[src/core/usart_tx_pkg.sv]
// constants shared by the serial transmit control block
package usart_tx_pkg;
  // register byte addresses
  localparam logic [7:0] TXCS_OFFSET  = 8'h98; // transmit_control_status
  localparam logic [7:0] RXCS_OFFSET  = 8'h9C; // receive_control_status
  localparam logic [7:0] TXDATA_OFFSET = 8'hA0; // transmit data
  localparam logic [7:0] DIR_OFFSET   = 8'hA4; // port_c_direction_bits
  localparam logic [7:0] BAUD_OFFSET  = 8'hA8; // baud divisor
  localparam logic [7:0] IRQ_STAT_OFFSET = 8'hAC; // sticky events
  localparam logic [7:0] IRQ_MASK_OFFSET = 8'hB0; // event mask
  // transmit_control_status fields
  localparam int CLKSRC_BIT   = 7;
  localparam int NINE_SEL_BIT = 6;
  localparam int XMIT_EN_BIT  = 5;
  localparam int SYNC_BIT = 4;
  localparam int HBAUD_BIT = 2;
  localparam int EMPTY_BIT = 1;
  localparam int NINTH_BIT = 0;
  // receive_control_status fields
  localparam int PORT_EN_BIT   = 7;
  localparam int SINGLE_RX_BIT = 5;
  localparam int CONT_RX_BIT   = 4;
  // writable mask of transmit_control_status
  localparam logic [7:0] TXCS_WMASK = 8'hF5;
  localparam logic [7:0] TXCS_RESET = 8'h02;
  localparam logic [7:0] RXCS_RESET = 8'h00;
  localparam logic [1:0] DIR_RESET  = 2'h3;
  localparam logic [15:0] BAUD_RESET = 16'h0019;
  // interrupt event bits
  localparam int EV_TX_DONE = 0;
  localparam int EV_ADDR    = 1;
  localparam int EV_W       = 2;
  // bus responses
  localparam logic [1:0] RESP_OKAY   = 2'h0;
  localparam logic [1:0] RESP_SLVERR = 2'h2;
  // shift engine states
  typedef enum logic [1:0]
  {
    ST_IDLE  = 2'b00,
    ST_SHIFT = 2'b01,
    ST_STOP  = 2'b10
  } tx_state_t;
endpackage

[src/core/usart_transmit_control.sv]
// transmit control, status and shift engine of a serial port
//
// Implementation choice: the AXI4-Lite register port.
`timescale 1ns/10ps
// Function
// - pins serve port only when enabled and directed
// - async full, sync master, sync slave modes
// - sync: clock source select chooses master/slave
// - nine-bit select picks 9 or 8 bits
// - transmitter enable gates transmission
// - mode select chooses sync or async
// - async high baud select picks speed range
// - empty flag reads one when shifter idle
// - ninth bit marks address characters
module usart_transmit_control
  import usart_tx_pkg::*;
(
  input  wire logic        aclk,          // system clock
  input  wire logic        aresetn,       // sync reset, active low
  input  wire logic [7:0]  s_axi_awaddr,  // write address
  input  wire logic        s_axi_awvalid, // write address valid
  output logic             s_axi_awready, // write address ready
  input  wire logic [31:0] s_axi_wdata,   // write data
  input  wire logic [3:0]  s_axi_wstrb,   // write strobes
  input  wire logic        s_axi_wvalid,  // write data valid
  output logic             s_axi_wready,  // write data ready
  output logic [1:0]       s_axi_bresp,   // write response
  output logic             s_axi_bvalid,  // write response valid
  input  wire logic        s_axi_bready,  // write response ready
  input  wire logic [7:0]  s_axi_araddr,  // read address
  input  wire logic        s_axi_arvalid, // read address valid
  output logic             s_axi_arready, // read address ready
  output logic [31:0]      s_axi_rdata,   // read data
  output logic [1:0]       s_axi_rresp,   // read response
  output logic             s_axi_rvalid,  // read data valid
  input  wire logic        s_axi_rready,  // read data ready
  input  wire logic        ck_in,         // clock pin level
  output logic             ck_out,        // clock pin drive value
  output logic             ck_oe,         // clock pin drive enable
  output logic             tx_out,        // data pin drive value
  output logic             tx_oe,         // data pin drive enable
  output logic             irq            // level interrupt
);

  ////////////////////////////////////////////////////////////////////////
  // registers
  logic [7:0]  txcs_reg;
  logic [7:0]  rxcs_reg;
  logic [1:0]  dir_reg;
  logic [15:0] baud_reg;
  logic [8:0]  txbuf_reg;
  logic        txbuf_full_reg;
  logic [2:0]  istat_reg;
  logic [2:0]  imask_reg;
  logic        aw_held_reg;
  logic        w_held_reg;
  logic [7:0]  awaddr_reg;
  logic [31:0] wdata_reg;
  logic        wstrb0_reg;
  logic        bvalid_reg;
  logic [1:0]  bresp_reg;
  logic        rvalid_reg;
  logic [31:0] rdata_reg;
  logic [1:0]  rresp_reg;
  tx_state_t   state_reg;
  logic [9:0]  shift_reg;
  logic [3:0]  bits_left_reg;
  logic [17:0] bcnt_reg;
  logic        ck_gen_reg;
  logic        ck_s1_reg;
  logic        ck_s2_reg;
  logic        ck_s3_reg;
  logic        done_pulse_reg;
  logic        addr_pulse_reg;
  logic        txo_reg;

  ////////////////////////////////////////////////////////////////////////
  // mode decode
  wire pins_on   = rxcs_reg[PORT_EN_BIT] & (&dir_reg);
  wire sync_mode = txcs_reg[SYNC_BIT];
  wire master    = sync_mode & txcs_reg[CLKSRC_BIT];
  wire rx_prio   = sync_mode &
                   (rxcs_reg[SINGLE_RX_BIT] | rxcs_reg[CONT_RX_BIT]);
  wire tx_on     = txcs_reg[XMIT_EN_BIT] & ~rx_prio & pins_on;
  wire nine      = txcs_reg[NINE_SEL_BIT];
  wire tx_busy   = (state_reg != ST_IDLE);

  // async high range divides by 16, low range by 64; sync by 4
  wire [17:0] div_full = sync_mode ? {baud_reg, 2'b00} :
                         txcs_reg[HBAUD_BIT] ? {baud_reg[13:0], 4'h0} :
                         {baud_reg[11:0], 6'h00};
  wire [17:0] div_half = {1'b0, div_full[17:1]};

  // bit tick: internal divider or slave clock falling edge
  wire ck_fall  = ck_s3_reg & ~ck_s2_reg;
  wire int_tick = (bcnt_reg >= div_full - 18'h1);
  wire ck_edge  = (bcnt_reg == div_half - 18'h1);
  wire bit_tick = (sync_mode & ~master) ? ck_fall : int_tick;

  ////////////////////////////////////////////////////////////////////////
  // bus decode
  wire do_write = aw_held_reg & w_held_reg & ~bvalid_reg;
  wire do_read  = s_axi_arvalid & ~rvalid_reg;
  wire [7:0] wb = wdata_reg[7:0];
  wire wr_txcs  = do_write & wstrb0_reg & (awaddr_reg == TXCS_OFFSET);
  wire wr_rxcs  = do_write & wstrb0_reg & (awaddr_reg == RXCS_OFFSET);
  wire wr_data  = do_write & wstrb0_reg & (awaddr_reg == TXDATA_OFFSET);
  wire wr_dir   = do_write & wstrb0_reg & (awaddr_reg == DIR_OFFSET);
  wire wr_baud  = do_write & (awaddr_reg == BAUD_OFFSET);
  wire wr_istat = do_write & wstrb0_reg & (awaddr_reg == IRQ_STAT_OFFSET);
  wire wr_imask = do_write & wstrb0_reg & (awaddr_reg == IRQ_MASK_OFFSET);
  wire w_hit    = (awaddr_reg == TXCS_OFFSET) | (awaddr_reg == RXCS_OFFSET)
                | (awaddr_reg == TXDATA_OFFSET) | (awaddr_reg == DIR_OFFSET)
                | (awaddr_reg == BAUD_OFFSET)
                | (awaddr_reg == IRQ_STAT_OFFSET)
                | (awaddr_reg == IRQ_MASK_OFFSET);
  // status byte with live empty flag, bit 3 reads zero
  wire [7:0] txcs_rd = {txcs_reg[7:4], 1'b0, txcs_reg[HBAUD_BIT],
                        ~tx_busy, txcs_reg[NINTH_BIT]};
  wire [31:0] rd_mux =
    (s_axi_araddr == TXCS_OFFSET)     ? {24'h0, txcs_rd} :
    (s_axi_araddr == RXCS_OFFSET)     ? {24'h0, rxcs_reg} :
    (s_axi_araddr == TXDATA_OFFSET)   ? {23'h0, txbuf_reg} :
    (s_axi_araddr == DIR_OFFSET)      ? {30'h0, dir_reg} :
    (s_axi_araddr == BAUD_OFFSET)     ? {16'h0, baud_reg} :
    (s_axi_araddr == IRQ_STAT_OFFSET) ? {29'h0, istat_reg} :
    (s_axi_araddr == IRQ_MASK_OFFSET) ? {29'h0, imask_reg} : 32'h0;
  wire r_hit = (s_axi_araddr == TXCS_OFFSET) | (s_axi_araddr == RXCS_OFFSET)
             | (s_axi_araddr == TXDATA_OFFSET) | (s_axi_araddr == DIR_OFFSET)
             | (s_axi_araddr == BAUD_OFFSET)
             | (s_axi_araddr == IRQ_STAT_OFFSET)
             | (s_axi_araddr == IRQ_MASK_OFFSET);

  // bus handshake outputs
  assign s_axi_awready = ~aw_held_reg;
  assign s_axi_wready  = ~w_held_reg;
  assign s_axi_bvalid  = bvalid_reg;
  assign s_axi_bresp   = bresp_reg;
  assign s_axi_arready = ~rvalid_reg;
  assign s_axi_rvalid  = rvalid_reg;
  assign s_axi_rdata   = rdata_reg;
  assign s_axi_rresp   = rresp_reg;

  ////////////////////////////////////////////////////////////////////////
  // write channel capture and response
  always_ff @(posedge aclk)
  begin
    if (!aresetn)
    begin
      aw_held_reg <= 1'b0;
      w_held_reg  <= 1'b0;
      awaddr_reg  <= 8'h00;
      wdata_reg   <= 32'h0;
      wstrb0_reg  <= 1'b0;
      bvalid_reg  <= 1'b0;
      bresp_reg   <= RESP_OKAY;
    end
    else
    begin
      if (s_axi_awvalid & ~aw_held_reg)
      begin
        aw_held_reg <= 1'b1;
        awaddr_reg  <= s_axi_awaddr;
      end
      if (s_axi_wvalid & ~w_held_reg)
      begin
        w_held_reg <= 1'b1;
        wdata_reg  <= s_axi_wdata;
        wstrb0_reg <= s_axi_wstrb[0];
      end
      if (do_write)
      begin
        aw_held_reg <= 1'b0;
        w_held_reg  <= 1'b0;
        bvalid_reg  <= 1'b1;
        bresp_reg   <= w_hit ? RESP_OKAY : RESP_SLVERR;
      end
      else if (bvalid_reg & s_axi_bready)
        bvalid_reg <= 1'b0;
    end
  end

  // read channel
  always_ff @(posedge aclk)
  begin
    if (!aresetn)
    begin
      rvalid_reg <= 1'b0;
      rdata_reg  <= 32'h0;
      rresp_reg  <= RESP_OKAY;
    end
    else if (do_read)
    begin
      rvalid_reg <= 1'b1;
      rdata_reg  <= rd_mux;
      rresp_reg  <= r_hit ? RESP_OKAY : RESP_SLVERR;
    end
    else if (rvalid_reg & s_axi_rready)
      rvalid_reg <= 1'b0;
  end

  ////////////////////////////////////////////////////////////////////////
  // control registers; empty flag and bit 3 keep their fixed sources
  always_ff @(posedge aclk)
  begin
    if (!aresetn)
    begin
      txcs_reg  <= TXCS_RESET;
      rxcs_reg  <= RXCS_RESET;
      dir_reg   <= DIR_RESET;
      baud_reg  <= BAUD_RESET;
      imask_reg <= 3'h0;
    end
    else
    begin
      if (wr_txcs)
        txcs_reg <= (wb & TXCS_WMASK) | TXCS_RESET;
      if (wr_rxcs)
        rxcs_reg <= wb;
      if (wr_dir)
        dir_reg <= wb[1:0];
      if (wr_baud)
        baud_reg <= wdata_reg[15:0];
      if (wr_imask)
        imask_reg <= wb[2:0];
    end
  end

  // transmit holding buffer; ninth bit latched with the data
  always_ff @(posedge aclk)
  begin
    if (!aresetn)
    begin
      txbuf_reg      <= 9'h000;
      txbuf_full_reg <= 1'b0;
    end
    else if (wr_data & ~txbuf_full_reg)
    begin
      txbuf_reg      <= {txcs_reg[NINTH_BIT], wb};
      txbuf_full_reg <= 1'b1;
    end
    else if (state_reg == ST_IDLE & tx_on & txbuf_full_reg)
      txbuf_full_reg <= 1'b0;
  end

  ////////////////////////////////////////////////////////////////////////
  // clock pin synchroniser, third stage for edge detect
  always_ff @(posedge aclk)
  begin
    if (!aresetn)
    begin
      ck_s1_reg <= 1'b1;
      ck_s2_reg <= 1'b1;
      ck_s3_reg <= 1'b1;
    end
    else
    begin
      ck_s1_reg <= ck_in;
      ck_s2_reg <= ck_s1_reg;
      ck_s3_reg <= ck_s2_reg;
    end
  end

  // shift engine: async adds start and stop, sync shifts lsb first
  always_ff @(posedge aclk)
  begin
    if (!aresetn)
    begin
      state_reg      <= ST_IDLE;
      shift_reg      <= 10'h3FF;
      bits_left_reg  <= 4'h0;
      bcnt_reg       <= 18'h0;
      ck_gen_reg     <= 1'b1;
      txo_reg        <= 1'b1;
      done_pulse_reg <= 1'b0;
      addr_pulse_reg <= 1'b0;
    end
    else
    begin
      done_pulse_reg <= 1'b0;
      addr_pulse_reg <= 1'b0;
      bcnt_reg <= (tx_busy & ~int_tick) ? bcnt_reg + 18'h1 : 18'h0;
      case (state_reg)
        ST_IDLE:
        begin
          txo_reg    <= 1'b1;
          ck_gen_reg <= 1'b1;
          if (tx_on & txbuf_full_reg)
          begin
            state_reg <= ST_SHIFT;
            // ninth bit flags an address character
            addr_pulse_reg <= nine & txbuf_reg[8];
            if (sync_mode)
            begin
              shift_reg     <= {1'b1, nine ? txbuf_reg[8] : 1'b1,
                                txbuf_reg[7:0]};
              bits_left_reg <= nine ? 4'h9 : 4'h8;
            end
            else
            begin
              shift_reg     <= nine ? {txbuf_reg, 1'b0} :
                                      {1'b1, txbuf_reg[7:0], 1'b0};
              bits_left_reg <= nine ? 4'hA : 4'h9;
            end
          end
        end
        ST_SHIFT:
        begin
          txo_reg <= shift_reg[0];
          if (master & ck_edge)
            ck_gen_reg <= 1'b1;
          if (bit_tick)
          begin
            ck_gen_reg    <= 1'b0;
            shift_reg     <= {1'b1, shift_reg[9:1]};
            bits_left_reg <= bits_left_reg - 4'h1;
            if (bits_left_reg == 4'h1)
              state_reg <= ST_STOP;
          end
        end
        ST_STOP:
        begin
          txo_reg    <= 1'b1;
          ck_gen_reg <= 1'b1;
          if (bit_tick | (sync_mode & master & ck_edge))
          begin
            state_reg      <= ST_IDLE;
            done_pulse_reg <= 1'b1;
          end
        end
        default:
          state_reg <= ST_IDLE;
      endcase
    end
  end

  ////////////////////////////////////////////////////////////////////////
  // sticky events, set wins over write-one clear
  wire [2:0] ev_set = {wr_data & txbuf_full_reg, addr_pulse_reg,
                       done_pulse_reg};
  always_ff @(posedge aclk)
  begin
    if (!aresetn)
      istat_reg <= 3'h0;
    else
      istat_reg <= (istat_reg & ~(wr_istat ? wb[2:0] : 3'h0)) | ev_set;
  end

  // pin drivers
  always_comb
  begin
    tx_out = txo_reg;
    tx_oe  = pins_on & (~sync_mode | tx_busy);
    ck_out = master ? ck_gen_reg : 1'b1;
    ck_oe  = pins_on & master;
    irq    = |(istat_reg & imask_reg);
  end

endmodule

[config.mk]
export PLATFORM = sky130hd
export DESIGN_NAME = usart_transmit_control
export DESIGN_NICKNAME = d
export VERILOG_FILES = /design/src/core/usart_tx_pkg.sv /design/src/core/usart_transmit_control.sv
export SDC_FILE = /design/constraint.sdc
export NUM_CORES = 1
export LEC_CHECK = 0
export ABC_AREA = 1
export BUFFER_PORTS_ARGS = -buffer_cell sky130_fd_sc_hd__buf_4
export CORE_MARGIN = 1.5
export CORE_UTILIZATION = 31
export DETAILED_ROUTE_END_ITERATION = 12
export PLACE_DENSITY = 0.49
export SETUP_SLACK_MARGIN = 0.1
export SKIP_LAST_GASP = 1
export SYNTH_ARGS = -nofsm -noshare
export SYNTH_HDL_FRONTEND = slang
export SYNTH_SLANG_ARGS = --single-unit
export TNS_END_PERCENT = 50
[constraint.sdc]
create_clock -name aclk -period 7.3 [get_ports aclk]
set_clock_uncertainty 0.05 [all_clocks]
set_input_delay 0.73 -clock aclk [delete_from_list [all_inputs] [get_ports aclk]]
set_output_delay 0.73 -clock aclk [all_outputs]
set_load 0.01 [all_outputs]
After elaboration in Yosys (flattened, before gate mapping)
Cells that the tools add are included.
{ "totals": {"ff_bits": 154, "inputBits": 60, "word_cells": 181} }
{ "op_classes": {"addsub": 4, "magnitude_cmp": 1, "n_eq_ne": 23, "mux": 42, "n_bitwise": 65, "reduce_logical": 17} }
{ "ops": {"columns": ["operator", "count"], "rows": [
  ["8-bit == test, second input constant", 14],
  ["16-bit two-way mux", 5],
  ["10-bit two-way mux", 4],
  ["18-bit two-way mux", 2],
  ["1-bit AND", 34],
  ["10-bit case mux with 2 select lines", 1],
  ["18-bit by 1-bit adder with 18-bit output, second input constant", 1],
  ["18-bit == test", 1],
  ["18-bit >= comparator", 1],
  ["17-bit by 1-bit subtractor with 18-bit output, second input constant", 1],
  ["18-bit by 1-bit subtractor with 18-bit output, second input constant", 1],
  ["2-bit two-way mux", 8],
  ["1-bit OR", 15],
  ["1-bit two-way mux", 13],
  ["1-bit inverter", 12],
  ["2-bit nonzero test", 6],
  ["3-bit two-way mux", 3],
  ["4-bit two-way mux", 2],
  ["4-bit case mux with 2 select lines", 1],
  ["2-bit AND reduction", 4],
  ["3-bit AND", 2],
  ["2-bit != test, second input constant", 3],
  ["2-bit case mux with 3 select lines", 1],
  ["3-bit AND reduction", 2],
  ["other kinds (13)", 15]
]} }

Longest topological paths before layout
Gate-level depths: netlist of the first run.
{ "logic_depth": {"ltp_word": 9, "depth_mapped": 26} }

Worst setup path before layout of the first run
No wires, ideal clock.
{ "synth_path": {"path_kind": "register -> register", "startpoint": "register txcs_reg[2]", "endpoint": "register shift_reg[1]", "setup_time_ns": 0.138, "t_arrival_ns": 2.777, "required_time_ns": 7.112, "setup_slack_ns": 4.335, "stages_incl_launch_ff": 26, "n_path_buf": 3, "synth_period_minus_slack_ns": 2.965, "path_cell_list": "dfxtp_1 > buf_6 > inv_2 > buf_6 > nand2_2 > nand3_2 > nand2_2 > nand2_2 > nor2_4 > nand2_2 > nand2_2 > inv_1 > ha_1 > nand2_1 > inv_1 > o21ai_0 > nand2_1 > a21oi_1 > nand3_1 > nand2_1 > nand2_1 > o21ai_2 > inv_1 > buf_2 > nand2_1 > o211ai_1"} }
{ "synth_via": {"elab_chain_cells": 7} }
{ "synth_lines": {"columns": ["element", "line_no", "source"], "rows": [
  ["from (decl)", "usart_transmit_control.sv:47", "logic [7:0] txcs_reg;"],
  ["from (signal assigned)", "usart_transmit_control.sv:217", "txcs_reg <= (wb & TXCS_WMASK) | TXCS_RESET;"],
  ["18-bit two-way mux", "usart_transmit_control.sv:90", "txcs_reg[HBAUD_BIT] ? {baud_reg[13:0], 4'h0} :"],
  ["18-bit two-way mux", "usart_transmit_control.sv:89", "wire [17:0] div_full = sync_mode ? {baud_reg, 2'b00} :"],
  ["18-bit by 1-bit subtractor with 18-bit output", "usart_transmit_control.sv:96", "wire int_tick = (bcnt_reg >= div_full - 18'h1);"],
  ["18-bit >= comparator", "usart_transmit_control.sv:96", null],
  ["1-bit two-way mux", "usart_transmit_control.sv:98", "wire bit_tick = (sync_mode & ~master) ? ck_fall : int_tick;"],
  ["2-bit != test (no source line)", null, null],
  ["3-bit AND reduction (no source line)", null, null],
  ["to (signal assigned)", "usart_transmit_control.sv:295", "shift_reg <= {1'b1, nine ? txbuf_reg[8] : 1'b1,"],
  ["to (signal assigned)", "usart_transmit_control.sv:301", "shift_reg <= nine ? {txbuf_reg, 1'b0} :"],
  ["to (signal assigned)", "usart_transmit_control.sv:315", "shift_reg <= {1'b1, shift_reg[9:1]};"],
  ["to (decl)", "usart_transmit_control.sv:66", "logic [9:0] shift_reg;"]
]} }
No other way between the ends.
A chain may end at the register's enable or synchronous reset.

Worst setup path in the final report of the first run
{ "layout_path": {"startpoint": "register txcs_reg[4]", "endpoint": "register shift_reg[0]"} }
{ "layout_via": {"elab_chain_cells": 7, "word_cells_on_any_way": 18, "cone_classes": "add/sub: 1; order compare: 1; eq/ne: 2; mux: 5; bitwise: 8; reduce/logical: 1"} }
{ "layout_lines": {"columns": ["element"], "rows": [
  ["parallel branches: the longest is 7 deep, another holds 18-bit by 1-bit subtractor with 18-bit output"]
]} }
Parallel ways; which one is timed is not known. The select of a mux whose other input is x is not followed.

==> results of run 1 <==
-- cells in the final DEF (no fill, tap or decap), types with 4 or more instances in the layout --
cell | synthesis | final
nand2_1 | 258 | 258
inv_1 | 144 | 144
dfxtp_1 | 136 | 136
nor2_1 | 103 | 103
a21oi_1 | 95 | 95
o21ai_0 | 80 | 80
nand3_1 | 75 | 75
buf_4 | 18 | 70
ha_1 | 20 | 20
conb_1 | 1 | 18
clkbuf_16 | 0 | 17
nand2_2 | 16 | 16
o211ai_1 | 16 | 16
nand4_1 | 14 | 14
nor3_1 | 14 | 14
a211oi_1 | 14 | 14
xor2_1 | 9 | 9
nor4_1 | 6 | 6
inv_6 | 0 | 6
nand3_2 | 5 | 5
o22ai_1 | 4 | 4
o221ai_1 | 4 | 4
nor3b_1 | 4 | 4
-- per-stage QoR --
| stage | util, % | hold slack [ns] | power, mW |
|---|---|---|---|
| 2_1_floorplan | - | 0.3417 | 0.8379 |
| 3_3_place_gp | 34.68 | 0.3561 | 0.8707 |
| 3_5_place_dp | 34.68 | 0.3563 | 0.8705 |
| 4_1_cts | 37.08 | 0.3652 | 1.717 |
| 5_1_grt | 37.08 | 0.3829 | 1.770 |
| 6_report | 37.08 | 0.3633 | 1.696 |
-- layout make-up --
cell class | instances | area, sq um | area share, %
Clock buffer | 18 | 429.2 | 4.902
Clock inverter | 14 | 136.4 | 1.558
Inverter | 149 | 559.3 | 6.388
Multi-Input combinational cell | 788 | 3983 | 45.49
Sequential cell | 136 | 2723 | 31.10
Tap cell | 319 | 399.1 | 4.559
Timing Repair Buffer | 70 | 525.5 | 6.003
-- routing by layer --
layer	routed length (um)	up-vias
li1	-	3698
met1	10620	3239
met2	10130	120
met3	774	18
met4	285	0
met5	0	-
-- worst max-delay path: stages, from the launching register on --
cell      delay [ns]
dfxtp_1         0.69
buf_4           0.42
nand2_1         0.10
nand2_1         0.17
inv_1           0.14
nor2_8          0.21
nand2_2         0.11
nand2_2         0.10
inv_1           0.04
ha_1            0.29
nand2_1         0.08
inv_1           0.03
o21ai_0         0.15
nand2_1         0.08
a21oi_1         0.23
nand3_1         0.19
nand2_1         0.09
nand2_1         0.14
o21ai_2         0.57
inv_1           0.40
o211ai_1        0.21
nand3_1         0.09
-- kinds of logic (layout without fill, tap and decap cells) --
| logic type | after synthesis | after routing | synth area share, % |
|---|---|---|---|
| AND/OR/NAND/NOR | 515 | 515 | 30.81 |
| AO/OA/AOI/OAI | 225 | 225 | 16.75 |
| buffers and inverters | 204 | 251 | 11.71 |
| flip-flops | 136 | 136 | 36.19 |
| adder cells (fa/ha/maj) | 20 | 20 | 3.327 |
| XOR/XNOR | 10 | 10 | 1.164 |
| other | 1 | 18 | 0.04985 |
-- final timing paths --
path               start            to  slack [ns]  depth (start not counted)
min reg2reg    ck_s1_reg     ck_s2_reg        0.36                          1
max          txcs_reg[4]  shift_reg[0]        2.55                         21
max reg2reg  txcs_reg[4]  shift_reg[0]        2.55                         21
min            ck_s1_reg     ck_s2_reg        0.36                          1
-- power breakdown --
part           switching, mW  internal (mW)
sequential           0.00810          0.757
combinational         0.0571         0.0312
clock                  0.365          0.477
==> run metrics, run 1 <==
Slew HR=23.26%; synthesized area=about 7500 sq um; Initial Util=31.86%; PwrDens=a little under 200 nW/um^2; required time of the critical path=between 7 and 8 ns; largest net degree at the start of global routing=between 60 and 70; GR Util met2=29.67%; nets=between 1k and 1.5k; via count=7075; Final TNS setup=0 ns; status=complete, no violations; GR Util met1=23.59%; FMAX=approximately 210 MHz; CP Data Arrival Time=approximately 5.0 ns; Synth Instances=between 1k and 1.5k; Residual DRC=0; WL/cell=14.60 um; Setup Buffers After CTS=0; cts bufs inserted=17; Post-synth top cells=nand2_1, inv_1, dfxtp_1; dpl hpwl=between 15 and 20 mm; # rows=56; share of the synthesized area in the top cell type=36.19%; GRT Overall Usage=around 18%; synth top area cells=dfxtp_1, nand2_1, inv_1; DP Cell Count=between 1k and 1.5k; worst-path maximum fanout=30; register area share after synthesis=36.19%; Slew Viols, Final=0; Final Cycle Share=approximately 65%; min Tclk post-route=around 4.8 ns; startpoint types=register; syn_area_per_cell=between 6 and 7 sq um; max-cap check violation count=0; final worst setup slack=2.546 ns; Worst-Margin Slew=between 1 and 1.5 ns; Final setup viols=0; full die area=25210 sq um; RePlAce Congestion=between 0.8 and 0.9; chip height=about 160 um; hold-fix buffers at CTS=0; fill cell count=2636; Post-synth EDFFs=0; vias in the first global route=slightly below 7k; Setup crit end kind=register; top-count cell post-synth=nand2_1; Post-DP Area=around 8200 sq um; first-pass GRT wire length=between 30 and 40 mm; number of inserted diodes=0; TritonRoute pass-1 iters=4; post-route cell area=around 8800 sq um; met3 usage=under 10%; Core Area=about 24000 sq um; port buffer count=around 70; share of cells above drive strength 1=between 10% and 20%; area grow syn2layout=16.38%; Main synth FF type=dfxtp_1; antenna violations before repair=0; CTS tree=done; die width=158.8 um; antenna viol nets, final=0; Setup Crit Path Kind=register to register; Lkg Pwr=around 3.8 nW; clock slew at reported path FFs=roughly 0.060 ns; Ports=106; root buf cell=clkbuf_16; final WL=approximately 22 mm; max reg flops=18; dpl ws=approximately 2.6 ns; Clock Latency Late Sink=~0.43 ns; Ys Warns=0; H-tree levels=4; Sink Count=roughly 140; initial drt markers=approximately 340; leading area contributor after synthesis=dfxtp_1; Remaining Overflow, GRT=0; clock tree buffer depth=2; Layout Cells excl Fill=~1.5k; Most Used Layer, Global Route=met2; mean number of vias per cell=4.736; ys async rst share=0%; final hold violations=0; Max IR drop VDD=about 120 uV; RSZ-0062 raised after global routing=no; Min-Delay Path Class=register to register; flip-flop and latch count after synthesis=around 140; post-CTS sizing=0; Unique masters post-synth=47
(Power assumes the default switching activity.)
==> run 2, diff against run 1 <==
==> constraint.sdc (replaced) <==
create_clock -name aclk -period 4.93 [get_ports aclk]
set_clock_uncertainty 0.05 [all_clocks]
set_input_delay 0.493 -clock aclk [delete_from_list [all_inputs] [get_ports aclk]]
set_output_delay 0.493 -clock aclk [all_outputs]
set_load 0.01 [all_outputs]
==> run metrics, run 2 (synthesis results as in run 1) <==
final WL=22.03 mm (+0.97%); # rows=56 (unchanged); port buffer count=68 (unchanged); GRT Overall Usage=17.76% (about the same); worst-path maximum fanout=19 (-37%); Total Power=2.488 mW (+47%); Remaining Overflow, GRT=0 (unchanged); Comb power frac=5.3% (about the same); Min-Delay Path Class=input pin to register; min Tclk post-route=4.300 ns (-0.4536 ns); CTS tree=done; Internal=1.867 mW (+47%); required time of the critical path=5.16 ns (-2.37 ns); status=complete, no violations; Max IR drop VDD=180.0 uV (+49%); first-pass GRT wire length=35.71 mm (-0.38%); Clock Latency Late Sink=0.42 ns (about the same); Storage cell area=2723 sq um (unchanged); antenna viol nets, final=0 (unchanged); post-CTS sizing=0 (unchanged); Setup crit end kind=register; Worst-Margin Slew=1.021 ns (-0.1257 ns); leading cell type in the layout, fill and taps excluded=nand2_1; CP bufs+invs=4 (-1); hold path depth=2 (+1); area grow syn2layout=16.48% (about the same); Initial Util=31.86% (unchanged); Final setup viols=0 (unchanged); full die area=25210 sq um (unchanged); hold-fix buffers at CTS=0 (unchanged); WL/cell=14.73 um (+0.84%); clock tree buffer depth=2 (unchanged); root buf cell=clkbuf_16; Flop pwr share=45.6% (+0.5 points); PwrDens=283.9 nW/um^2 (+47%); CP Data Arrival Time=4.53 ns (-0.46 ns); clock slew at reported path FFs=0.06 ns (about the same); Ports=106 (unchanged); FMAX=232.5 MHz (+11%); area of the multi-input gates=3983 sq um (unchanged); Final Cycle Share=87.22% (+22 points); die width=158.8 um (unchanged); RSZ-0062 raised after global routing=no; max incr delay on CP=0.58 ns (-0.11 ns); via count=7096 (+0.30%); Setup Crit Path Kind=register to register; initial drt markers=461 (+38%); Slowest-stage cell, CP=o21ai_2; Worst path top cell family by delay=simple AND/OR/NAND/NOR gates; most frequent cells in the layout=nand2_1, inv_1, dfxtp_1; worst hold slack=0.2146 ns (-0.1487 ns); share of cells above drive strength 1=12.49% (+0.064 points); Worst path depth=21 (unchanged); Sw Ratio=24.97% (-0.40 points); nets=1245 (+0.24%); Setup Buffers After CTS=0 (unchanged); max-cap check violation count=0 (unchanged); Final TNS setup=0 ns (unchanged); number of inserted diodes=0 (unchanged); Residual DRC=0 (unchanged); Slew HR=31.67% (+8.4 points); CP Cell Sequence=inv_2 > nand2_1 > a21oi_4 > nand3_4 > nor2_8 > nand2_2 > nand2_2 > inv_1 > ha_1 > nand2_1 > inv_1 > o21ai_0 > nand2_1 > a21oi_1 > nand3_1 > nand2_1 > nand2_1 > o21ai_2 > inv_1 > o211ai_1 > nand3_1; Slew Viols, Final=0 (unchanged); fill cell count=2633 (-0.11%); mean number of vias per cell=4.743 (+0.16%); startpoint types=register; chip height=158.8 um (unchanged); Core Area=23610 sq um (unchanged); Critical Path Most Common Cell=nand2_1; RePlAce Congestion=0.8400 (-0.18%); Lkg Pwr=3.810 nW (about the same); clock share of power=49.1% (-0.6 points); max reg flops=18 (unchanged); TritonRoute pass-1 iters=8 (+4); Net Sw Power=0.6213 mW (+44%); antenna violations before repair=0 (unchanged); Sink Count=136 (unchanged); H-tree levels=4 (unchanged); final hold violations=0 (unchanged); dpl hpwl=16.49 mm (+0.53%); Worst Reg-to-Reg Cells=21 (unchanged); cts bufs inserted=17 (unchanged); largest net degree at the start of global routing=66 (-1.5%); vias in the first global route=6835 (+1.7%)
[run 2: cell type report]
type | count | area share, %
Clock inverter | 12 | 1.342
Multi-Input combinational cell | 788 | 45.45
Inverter | 149 | 6.383
Sequential cell | 136 | 31.07
Clock buffer | 19 | 4.941
Timing Repair Buffer | 73 | 6.254
Tap cell | 319 | 4.555
[run 2: power groups by stage]
stage / sequential, mW / combinational (mW) / clock, mW
5_1_grt: 1.14 / 0.149 / 1.29
4_1_cts: 1.13 / 0.134 / 1.25
3_5_place_dp: 1.16 / 0.133 / 0
2_1_floorplan: 1.16 / 0.0846 / 0
6_report: 1.13 / 0.132 / 1.22
3_3_place_gp: 1.16 / 0.133 / 0
[run 2: worst reg2reg max path: stages, from the launching register on]
cell      delay [ns]
dfxtp_1         0.33
inv_2           0.29
nand2_1         0.22
a21oi_4         0.21
nand3_4         0.14
nor2_8          0.18
nand2_2         0.11
nand2_2         0.10
inv_1           0.05
ha_1            0.28
nand2_1         0.07
inv_1           0.03
o21ai_0         0.13
nand2_1         0.08
a21oi_1         0.22
nand3_1         0.17
nand2_1         0.09
nand2_1         0.14
o21ai_2         0.58
inv_1           0.41
o211ai_1        0.19
nand3_1         0.09
[run 2: metrics by stage]
stage          setup slack [ns]  utilization (%)  std cells  cell area [sq um]
6_report                 0.6298            37.11       1496               8762
3_5_place_dp             0.6047            34.78       1465               8212
4_1_cts                  0.5949            37.11       1496               8762
2_1_floorplan             1.965                -       1128               7586
3_3_place_gp             0.6144            34.78       1465               8212
5_1_grt                  0.1373            37.11       1496               8762
[run 2: worst paths after layout]
path	startpoint	end	slack [ns]
worst min register to register	ck_s2_reg	ck_s3_reg	0.37
worst min-delay path	ck_in	ck_s1_reg	0.21
worst max-delay path	txcs_reg[4]	shift_reg[0]	0.63
worst max register to register	txcs_reg[4]	shift_reg[0]	0.63
[run 2: per-layer routing]
metal  track usage (%)  share of wire (%)  vias to the layer above
li1                  -                  -                     3707
met1             22.93                 47                     3256
met2             30.20                 48                      113
met3             3.318                3.5                       20
met4             4.675                1.4                        0
met5                 0                  0                        -
